[config.mk]
export PLATFORM = sky130hd
export DESIGN_NAME = dpc_top
export DESIGN_NICKNAME = d
export VERILOG_FILES = /design/src/hdl/dpc_pkg.sv /design/src/hdl/dpc_volume_ramp.sv /design/src/hdl/dpc_top.sv
export VERILOG_INCLUDE_DIRS = /design/src /design/src/hdl
export SDC_FILE = /design/constraint.sdc
export NUM_CORES = 1
export LEC_CHECK = 0
export BUFFER_PORTS_ARGS = -buffer_cell sky130_fd_sc_hd__buf_4
export CAP_MARGIN = 15
export CORE_MARGIN = 5
export CORE_UTILIZATION = 60
export DETAILED_ROUTE_END_ITERATION = 12
export GPL_ROUTABILITY_DRIVEN = 0
export PLACE_DENSITY = 0.88
export SYNTH_ARGS = -nofsm -noshare
export SYNTH_HDL_FRONTEND = slang
export SYNTH_SLANG_ARGS = --single-unit
export TNS_END_PERCENT = 30
[constraint.sdc]
create_clock -name clock -period 6.6 [get_ports clock]
set_clock_uncertainty 0.2 [all_clocks]
set_input_delay 0.33 -clock clock [delete_from_list [all_inputs] [get_ports clock]]
set_output_delay 0.33 -clock clock [all_outputs]
set_load 0.05 [all_outputs]
[src/hdl/dpc_map.svh]
// Register map, field positions, reset values and timing counts
`ifndef DPC_MAP_SVH
`define DPC_MAP_SVH
`define DPC_CTRL_ADDR 8'h21
`define DPC_CTRL_RESET 16'h0008
`define DPC_CTRL_MASK 16'h1e4e
`define DPC_VOL_ADDR 8'h22
`define DPC_VOL_RESET 16'hc0c0
`define DPC_CHAN_ADDR 8'h23
`define DPC_CHAN_RESET 16'h0003
`define DPC_STAT_ADDR 8'h24
`define DPC_BIT_DEEMPHASIS_SELECT_LO 1
`define DPC_BIT_MUTE 3
`define DPC_BIT_OSR 6
`define DPC_BIT_UNMUTE_RAMP 9
`define DPC_BIT_RATE 10
`define DPC_BIT_SB_FILT 11
`define DPC_BIT_MONO 12
`define DPC_VOL_LEFT_LO 8
`define DPC_VOL_RIGHT_LO 0
`define DPC_CHAN_LEFT 1
`define DPC_CHAN_RIGHT 0
`define DPC_FAST_DIV 5'h01
`define DPC_SLOW_DIV 5'h1f
`define DPC_VOL_FULL 8'hc0
`define DPC_VOL_ZERO 8'h00
`endif

[src/hdl/dpc_pkg.sv]
// Types for the playback digital controls
package dpc_pkg;
	typedef enum logic [1:0] {
		dpc_deemphasis_select_none = 2'b00,
		dpc_deemphasis_select_32k = 2'b01,
		dpc_deemphasis_select_44k1 = 2'b10,
		dpc_deemphasis_select_48k = 2'b11
	} dpc_deemphasis_select_t;
	typedef enum logic [1:0] {
		dpc_idle = 2'b00,
		dpc_ramp_down = 2'b01,
		dpc_ramp_up = 2'b10
	} dpc_ramp_state_t;
endpackage : dpc_pkg

[src/hdl/dpc_volume_ramp.sv]
// One channel of applied-volume ramping toward a target level
`timescale 1ns/1ps
`include "dpc_map.svh"
module dpc_volume_ramp (
	input wire logic clock,
	input wire logic rst_n,
	input wire logic step_en,
	input wire logic muted,
	input wire logic ramp_unmute,
	input wire logic [7:0] target_code,
	output logic [7:0] level,
	output logic busy
);
	// ================================================================
	// Volume state
	dpc_pkg::dpc_ramp_state_t state;
	logic [7:0] goal;
	always_comb begin
		goal = muted ? `DPC_VOL_ZERO : target_code;
	end
	// Codes above full scale count as 0 dB
	logic [7:0] goal_sat;
	always_comb begin
		goal_sat = (goal > `DPC_VOL_FULL) ? `DPC_VOL_FULL : goal;
	end
	always_ff @(posedge clock or negedge rst_n) begin
		if (!rst_n) begin
			level <= `DPC_VOL_ZERO;
			state <= dpc_pkg::dpc_idle;
		end else if (!muted && !ramp_unmute && state != dpc_pkg::dpc_ramp_down) begin
			level <= goal_sat;
			state <= dpc_pkg::dpc_idle;
		end else if (level > goal_sat) begin
			state <= dpc_pkg::dpc_ramp_down;
			if (step_en) begin
				level <= level - 8'h01;
			end
		end else if (level < goal_sat) begin
			if (!muted && !ramp_unmute) begin
				level <= goal_sat;
				state <= dpc_pkg::dpc_idle;
			end else begin
				state <= dpc_pkg::dpc_ramp_up;
				if (step_en) begin
					level <= level + 8'h01;
				end
			end
		end else begin
			state <= dpc_pkg::dpc_idle;
		end
	end
	assign busy = (state != dpc_pkg::dpc_idle);
endmodule : dpc_volume_ramp

[src/hdl/dpc_top.sv]
// Playback soft mute, mono mix and filter selection ahead of the DAC
`timescale 1ns/1ps
`include "dpc_map.svh"
module dpc_top #(
	parameter int SAMPLE_W = 24
) (
	input wire logic clock,
	input wire logic rst_n,
	input wire logic [7:0] reg_addr,
	input wire logic [15:0] reg_wdata,
	input wire logic reg_write,
	input wire logic reg_read,
	output logic [15:0] reg_rdata,
	input wire logic sample_strobe,
	input wire logic signed [SAMPLE_W-1:0] left_in,
	input wire logic signed [SAMPLE_W-1:0] right_in,
	output logic sample_out_valid,
	output logic signed [SAMPLE_W-1:0] left_out,
	output logic signed [SAMPLE_W-1:0] right_out,
	output logic [7:0] left_gain_code,
	output logic [7:0] right_gain_code,
	output dpc_pkg::dpc_deemphasis_select_t deemphasis_select,
	output logic sloping_stopband_select,
	output logic double_oversample_select
);
	// ================================================================
	// Register write decode
	logic ctrl_write;
	logic vol_write;
	logic chan_write;
	assign ctrl_write = reg_write && (reg_addr == `DPC_CTRL_ADDR);
	assign vol_write = reg_write && (reg_addr == `DPC_VOL_ADDR);
	assign chan_write = reg_write && (reg_addr == `DPC_CHAN_ADDR);
	// ================================================================
	// Control register, one always_ff block per field
	localparam logic [15:0] CTRL_RESET = `DPC_CTRL_RESET;
	localparam logic [15:0] VOL_RESET = `DPC_VOL_RESET;
	localparam logic [15:0] CHAN_RESET = `DPC_CHAN_RESET;
	// Unused control bits have no storage
	logic muted;
	logic ramp_unmute;
	logic slow_rate;
	logic mono_select;
	logic [1:0] deemphasis_code;
	logic stopband_field;
	logic oversample_field;
	always_ff @(posedge clock or negedge rst_n) begin
		if (!rst_n) begin
			muted <= CTRL_RESET[`DPC_BIT_MUTE];
		end else if (ctrl_write) begin
			muted <= reg_wdata[`DPC_BIT_MUTE];
		end
	end
	always_ff @(posedge clock or negedge rst_n) begin
		if (!rst_n) begin
			ramp_unmute <= CTRL_RESET[`DPC_BIT_UNMUTE_RAMP];
		end else if (ctrl_write) begin
			ramp_unmute <= reg_wdata[`DPC_BIT_UNMUTE_RAMP];
		end
	end
	always_ff @(posedge clock or negedge rst_n) begin
		if (!rst_n) begin
			slow_rate <= CTRL_RESET[`DPC_BIT_RATE];
		end else if (ctrl_write) begin
			slow_rate <= reg_wdata[`DPC_BIT_RATE];
		end
	end
	always_ff @(posedge clock or negedge rst_n) begin
		if (!rst_n) begin
			mono_select <= CTRL_RESET[`DPC_BIT_MONO];
		end else if (ctrl_write) begin
			mono_select <= reg_wdata[`DPC_BIT_MONO];
		end
	end
	always_ff @(posedge clock or negedge rst_n) begin
		if (!rst_n) begin
			deemphasis_code <= CTRL_RESET[`DPC_BIT_DEEMPHASIS_SELECT_LO +: 2];
		end else if (ctrl_write) begin
			deemphasis_code <= reg_wdata[`DPC_BIT_DEEMPHASIS_SELECT_LO +: 2];
		end
	end
	always_ff @(posedge clock or negedge rst_n) begin
		if (!rst_n) begin
			stopband_field <= CTRL_RESET[`DPC_BIT_SB_FILT];
		end else if (ctrl_write) begin
			stopband_field <= reg_wdata[`DPC_BIT_SB_FILT];
		end
	end
	always_ff @(posedge clock or negedge rst_n) begin
		if (!rst_n) begin
			oversample_field <= CTRL_RESET[`DPC_BIT_OSR];
		end else if (ctrl_write) begin
			oversample_field <= reg_wdata[`DPC_BIT_OSR];
		end
	end
	// Read-back image, spare bits read as zero
	logic [15:0] dac_playback_control;
	always_comb begin
		dac_playback_control = 16'h0000;
		dac_playback_control[`DPC_BIT_DEEMPHASIS_SELECT_LO +: 2] = deemphasis_code;
		dac_playback_control[`DPC_BIT_MUTE] = muted;
		dac_playback_control[`DPC_BIT_OSR] = oversample_field;
		dac_playback_control[`DPC_BIT_UNMUTE_RAMP] = ramp_unmute;
		dac_playback_control[`DPC_BIT_RATE] = slow_rate;
		dac_playback_control[`DPC_BIT_SB_FILT] = stopband_field;
		dac_playback_control[`DPC_BIT_MONO] = mono_select;
	end
	// ================================================================
	// Volume and channel enable registers
	logic [7:0] left_volume_code;
	logic [7:0] right_volume_code;
	logic left_channel_on;
	logic right_channel_on;
	always_ff @(posedge clock or negedge rst_n) begin
		if (!rst_n) begin
			left_volume_code <= VOL_RESET[`DPC_VOL_LEFT_LO +: 8];
		end else if (vol_write) begin
			left_volume_code <= reg_wdata[`DPC_VOL_LEFT_LO +: 8];
		end
	end
	always_ff @(posedge clock or negedge rst_n) begin
		if (!rst_n) begin
			right_volume_code <= VOL_RESET[`DPC_VOL_RIGHT_LO +: 8];
		end else if (vol_write) begin
			right_volume_code <= reg_wdata[`DPC_VOL_RIGHT_LO +: 8];
		end
	end
	always_ff @(posedge clock or negedge rst_n) begin
		if (!rst_n) begin
			left_channel_on <= CHAN_RESET[`DPC_CHAN_LEFT];
		end else if (chan_write) begin
			left_channel_on <= reg_wdata[`DPC_CHAN_LEFT];
		end
	end
	always_ff @(posedge clock or negedge rst_n) begin
		if (!rst_n) begin
			right_channel_on <= CHAN_RESET[`DPC_CHAN_RIGHT];
		end else if (chan_write) begin
			right_channel_on <= reg_wdata[`DPC_CHAN_RIGHT];
		end
	end
	// ================================================================
	// Ramp step divider on the sample rate
	logic [4:0] div_count;
	logic step_en;
	logic [4:0] div_limit;
	assign div_limit = slow_rate ? `DPC_SLOW_DIV : `DPC_FAST_DIV;
	always_ff @(posedge clock or negedge rst_n) begin
		if (!rst_n) begin
			div_count <= 5'h00;
		end else if (sample_strobe) begin
			if (div_count >= div_limit) begin
				div_count <= 5'h00;
			end else begin
				div_count <= div_count + 5'h01;
			end
		end
	end
	assign step_en = sample_strobe && (div_count >= div_limit);
	// ================================================================
	// Volume ramps
	logic left_busy;
	logic right_busy;
	dpc_volume_ramp u_left_ramp (
		.clock(clock),
		.rst_n(rst_n),
		.step_en(step_en),
		.muted(muted),
		.ramp_unmute(ramp_unmute),
		.target_code(left_volume_code),
		.level(left_gain_code),
		.busy(left_busy)
	);
	dpc_volume_ramp u_right_ramp (
		.clock(clock),
		.rst_n(rst_n),
		.step_en(step_en),
		.muted(muted),
		.ramp_unmute(ramp_unmute),
		.target_code(right_volume_code),
		.level(right_gain_code),
		.busy(right_busy)
	);
	// ================================================================
	// Mono mix and sample output
	logic mono_active;
	logic signed [SAMPLE_W:0] mix_sum;
	logic signed [SAMPLE_W-1:0] mix_half;
	logic signed [SAMPLE_W-1:0] next_left_out;
	logic signed [SAMPLE_W-1:0] next_right_out;
	assign mono_active = mono_select
		&& (left_channel_on != right_channel_on);
	assign mix_sum = (SAMPLE_W+1)'(left_in)
		+ (SAMPLE_W+1)'(right_in);
	assign mix_half = mix_sum[SAMPLE_W:1];
	// Disabled channels stay silent in both modes
	always_comb begin
		next_left_out = '0;
		next_right_out = '0;
		if (mono_active) begin
			if (left_channel_on) begin
				next_left_out = mix_half;
			end
			if (right_channel_on) begin
				next_right_out = mix_half;
			end
		end else begin
			if (left_channel_on) begin
				next_left_out = left_in;
			end
			if (right_channel_on) begin
				next_right_out = right_in;
			end
		end
	end
	// Outputs hold between sample strobes
	always_ff @(posedge clock or negedge rst_n) begin
		if (!rst_n) begin
			left_out <= '0;
		end else if (sample_strobe) begin
			left_out <= next_left_out;
		end
	end
	always_ff @(posedge clock or negedge rst_n) begin
		if (!rst_n) begin
			right_out <= '0;
		end else if (sample_strobe) begin
			right_out <= next_right_out;
		end
	end
	always_ff @(posedge clock or negedge rst_n) begin
		if (!rst_n) begin
			sample_out_valid <= 1'b0;
		end else begin
			sample_out_valid <= sample_strobe;
		end
	end
	// ================================================================
	// Filter and oversampling selects
	// Selects follow the control fields one cycle late
	always_ff @(posedge clock or negedge rst_n) begin
		if (!rst_n) begin
			deemphasis_select <= dpc_pkg::dpc_deemphasis_select_none;
		end else begin
			deemphasis_select <= dpc_pkg::dpc_deemphasis_select_t'(deemphasis_code);
		end
	end
	always_ff @(posedge clock or negedge rst_n) begin
		if (!rst_n) begin
			sloping_stopband_select <= 1'b0;
		end else begin
			sloping_stopband_select <= stopband_field;
		end
	end
	always_ff @(posedge clock or negedge rst_n) begin
		if (!rst_n) begin
			double_oversample_select <= 1'b0;
		end else begin
			double_oversample_select <= oversample_field;
		end
	end
	// ================================================================
	// Read port
	// Read data stand one cycle, zero otherwise
	logic [15:0] next_rdata;
	always_comb begin
		next_rdata = 16'h0000;
		if (!reg_read) begin
			next_rdata = 16'h0000;
		end else if (reg_addr == `DPC_CTRL_ADDR) begin
			next_rdata = dac_playback_control;
		end else if (reg_addr == `DPC_VOL_ADDR) begin
			next_rdata = {left_volume_code, right_volume_code};
		end else if (reg_addr == `DPC_CHAN_ADDR) begin
			next_rdata = {14'h0000, left_channel_on, right_channel_on};
		end else if (reg_addr == `DPC_STAT_ADDR) begin
			next_rdata = {right_gain_code, left_gain_code[7:2],
				right_busy, left_busy};
		end
	end
	always_ff @(posedge clock or negedge rst_n) begin
		if (!rst_n) begin
			reg_rdata <= 16'h0000;
		end else begin
			reg_rdata <= next_rdata;
		end
	end
endmodule : dpc_top

==> results.md <==
| Item | This run |
| --- | --- |
| Worst Path Class, Setup | flop to flop |
| Total number of vias | 7357 |
| Dominant cell type by count on the critical path | a21o_1 |
| Drt first pass iters | 5 |
| Port buffer count | 161 |
| Clock buffer count from CTS | 17 |
| Achievable frequency | 252 MHz |
| HPWL after detailed placement | 15.4 mm |
| Top Family by Delay on Critical Path | compound AO/OA/AOI/OAI gates |
| Hold slack | 5.38 ps |
| Switching power | 1.33 mW |
| Post-synth EDFFs | 0 |
| Fraction of power consumed by the clock network | 29.4% |
| Boundary Pins | 162 |
| Setup crit start kind | flop |
| Maximum number of pins on one net before global-route repair | 78 |
| Setup bufs post-CTS | 0 |
| Synth Instances | 813 |
| Final routed wirelength across all metal layers | 22.8 mm |
| Gr ovfl total | 0 |
| Data required time of the worst path | 6750 ps |
| Origin of the worst min-delay path | left_in[12] |
| Clk pin slew, worst setup/hold paths | 60 ps |
| Post-synth net total | 939 |
| Die extent in x | 123 um |
| Category of the worst setup path capture point | flop |
| CTS sink cnt | 120 |
| Library cell with the largest summed area after synthesis | dfrtp_1 |
| Slew Limit Fails | 0 |
| Register bit count reported by yosys | 120 |
| Core ar. | 12500 um^2 |
| Remaining design rule violation count | 0 |
| ANT nets after route | 0 |
| Later-pin clock latency in the skew report | 420 ps |
| Ant. Diodes | 0 |
| Final instance count without filler cells | 1157 |
| Slowest cell on the critical path | o21ai_1 |
| Die span in y | 123 um |
| Max incr delay on CP | 730 ps |
| Startpoint of the most critical setup path | muted |
| Min Clock Period, post-route | 3960 ps |
| First-pass GRT wire length | 36.7 mm |
| TritonCTS clock tree | yes |
| Outcome | finished clean |
| Synth Cell Area | 7610 um^2 |
| Post-synthesis sequential area ratio | 39.6% |
| Slew headroom | 29.9% |
| Crit-path cells | a21oi_1, nand2_1, ha_1, nor2b_1, o21bai_1, a21o_1, a21o_1, o21ai_1, a21oi_1, a2111oi_0, a21o_1 |
| Area fraction of the dominant cell type after synthesis | 37.2% |
| Slew @ Worst Pin | 1040 ps |
| Antenna violations before repair | 0 |
| Buf/Inv on CP | 0 |
| Final Core Density | 77.3% |
| Die footprint | 15000 um^2 |
| Yosys warns | 0 |
| Synth area leaders | dfrtp_1, ha_1, mux2_2 |
| Total Negative Setup Slacks | 0 ps |
| CTS H-tree depth | 4 |
| Type of the tightest min-delay check | primary input to flop |
| Drt via density | 6.36 |
| Leakage | 4.56 nW |
| Ratio of cells with drive above 1 in the final layout | 25.6% |
| Number of rows created at floorplan | 41 |
| Final hold violation count | 0 |
| Combinational share of power | 41.7% |
| CTS root buf | clkbuf_16 |
| Initial core utilization | 60.8% |
| Maximum fanout along the worst path | 16 |
| Max cap viols | 0 |
| Switching fraction of total power | 39.8% |
| Vias in the first global route | 7106 |
| Final net count | 1099 |
| Asr flop ratio synth | 100% |
| Unique masters post-synth | 84 |
| Number of DRC markers after the initial detailed-route iteration | 771 |
| Area grow syn2layout | 27.3% |
| Signal arrival time at the worst endpoint | 4110 ps |
| Power density over the cells | 346 nW/um^2 |
| Setup repair after global routing missed its margin | false |
| Commonest register cell after synthesis | dfrtp_1 |
| Placed instance count | 1108 |
| Final Setup Violations | 0 |
| DR WL/cell | 19.7 um |
| Global-route total usage across every layer | 31.0% |
| Int Pwr | 2.01 mW |
| Clock tree buffer depth | 2 |
| Largest voltage drop on the vdd net | 0.000218 V |
| Period utilisation layout | 60.0% |
| Mean cell area of the mapped netlist | 9.36 um^2 |
| Sequential share of power | 28.9% |
| Launching point of the worst reg2reg path | muted |
cell usage in the layout, fill, tap and decap left out, types with 6 or more instances in the layout:
| cell type | instances |
|---|---|
| buf_4 | 166 |
| dfrtp_1 | 113 |
| nand2_1 | 74 |
| nor2_1 | 73 |
| a21oi_1 | 54 |
| ha_1 | 48 |
| inv_1 | 34 |
| o21ai_0 | 34 |
| mux2_2 | 26 |
| nand2b_1 | 21 |
| a21o_1 | 18 |
| o211ai_1 | 18 |
| dlygate4sd3_1 | 18 |
| xnor2_1 | 17 |
| clkbuf_16 | 17 |
| nor2b_1 | 14 |
| nand3_1 | 14 |
| o32ai_1 | 12 |
| a31oi_1 | 11 |
| mux2i_1 | 10 |
| nor3_1 | 9 |
| a211oi_1 | 9 |
| nand4_1 | 8 |
| a22oi_1 | 8 |
| a32oi_1 | 8 |
| a222oi_1 | 7 |
| o2bb2ai_1 | 7 |
| xor2_1 | 7 |
| dfstp_2 | 7 |
| o21ai_1 | 6 |
| o22ai_1 | 6 |
| o31ai_1 | 6 |
layout make-up:
class / instances / area (um^2)
clock inverters: 7 / 141
flip-flops and latches: 120 / 3010
repair buffers: 184 / 1430
fillers: 816 / 2840
multi-input cells: 616 / 4280
inverters: 34 / 128
well taps: 172 / 215
clock buffers: 24 / 482
cell usage after synthesis (5+ instances only):
master	n
a222oi_1	7
and2_1	5
nor3_1	9
a32oi_1	8
mux2_2	26
o31ai_1	6
o32ai_1	12
nand2_1	74
mux2i_1	10
o2bb2ai_1	7
dfrtp_1	113
nor2_1	73
o211ai_1	18
buf_2	5
ha_1	48
o22ai_1	6
o21ai_1	6
inv_1	34
dfstp_2	7
a221oi_1	5
a21oi_1	54
nand3_1	14
a31oi_1	11
a22oi_1	8
xnor2_1	17
nand2b_1	21
a211oi_1	9
nand4_1	8
a21o_1	18
xor2_1	7
clkbuf_1	34
o21ai_0	34
nor2b_1	14
or2_2	5
worst reg2reg max path: cells and delay by family, from the launching register on:
| kind | cells | cell delay, ps |
|---|---|---|
| DFF | 1 | 420 |
| AOI/OAI and AO/OA | 8 | 2580 |
| adders and majority gates | 1 | 350 |
| and+or+nand+nor | 2 | 370 |
flip-flops by register name, summed over array words and instances, names as in the netlist, 2 cells and up:
register,cells
deemphasis_code,2
deemphasis_select,2
div_count,5
left_out,24
left_volume_code,8
reg_rdata,16
right_out,24
right_volume_code,8
u_left_ramp.level,8
u_left_ramp.state,2
u_right_ramp.level,8
u_right_ramp.state,2
timing repair:
| item | 4_1_cts | 5_1_grt |
|---|---|---|
| hold endpoints to repair | 68 | 0 |
| gates resized for setup | 0 | 0 |
| hold buffers | 18 | 0 |
routing by layer:
| metal | global-route usage (%) | up-vias | part of all wire (%) |
|---|---|---|---|
| met5 | 0 | - | 0 |
| met4 | 13.4 | 0 | 3.5 |
| met3 | 7.88 | 73 | 9.6 |
| met2 | 47.5 | 441 | 46 |
| met1 | 42.0 | 3516 | 41 |
| li1 | - | 3327 | - |
power by group through the flow:
stage | combinational, mW | clock [mW] | sequential [mW]
floorplan | 0.897 | 0 | 1.07
global placement | 1.31 | 0 | 0.966
detailed placement | 1.34 | 0 | 0.969
CTS | 1.37 | 0.988 | 0.960
global route | 1.52 | 1.03 | 0.981
finish | 1.40 | 0.984 | 0.967
per-stage QoR:
step / worst slack [ps] / power, mW / area, um^2
6_report: 2640 / 3.35 / 9680
5_1_grt: 2440 / 3.52 / 9680
4_1_cts: 2800 / 3.32 / 9680
3_5_place_dp: 2850 / 2.31 / 8880
3_3_place_gp: 3010 / 2.28 / 8880
2_1_floorplan: 3440 / 1.97 / 7610
cell families after synthesis:
logic type / Yosys count / share of synthesized area, %
AO/OA/AOI/OAI: 253 / 23.5
AND/OR/NAND/NOR: 251 / 16.2
flip-flops: 120 / 39.6
buffers and inverters: 77 / 4.16
adder cells (fa/ha/maj): 49 / 8.16
multiplexers: 39 / 5.61
XOR/XNOR: 24 / 2.76
worst paths after layout:
check / endpoint / slack (ps) / cells past startpoint
setup / recovery: u_left_ramp.level[5] / 2640 / 11
hold / removal: left_out[12] / 5 / 3
setup reg to reg: u_left_ramp.level[5] / 2640 / 11
hold reg to reg: deemphasis_select[1] / 210 / 0
max in group asynchronous: u_right_ramp.level[5] / 4510 / 3
min in group asynchronous: left_volume_code[5] / 260 / 2
Power figures use the tool's default switching activity.
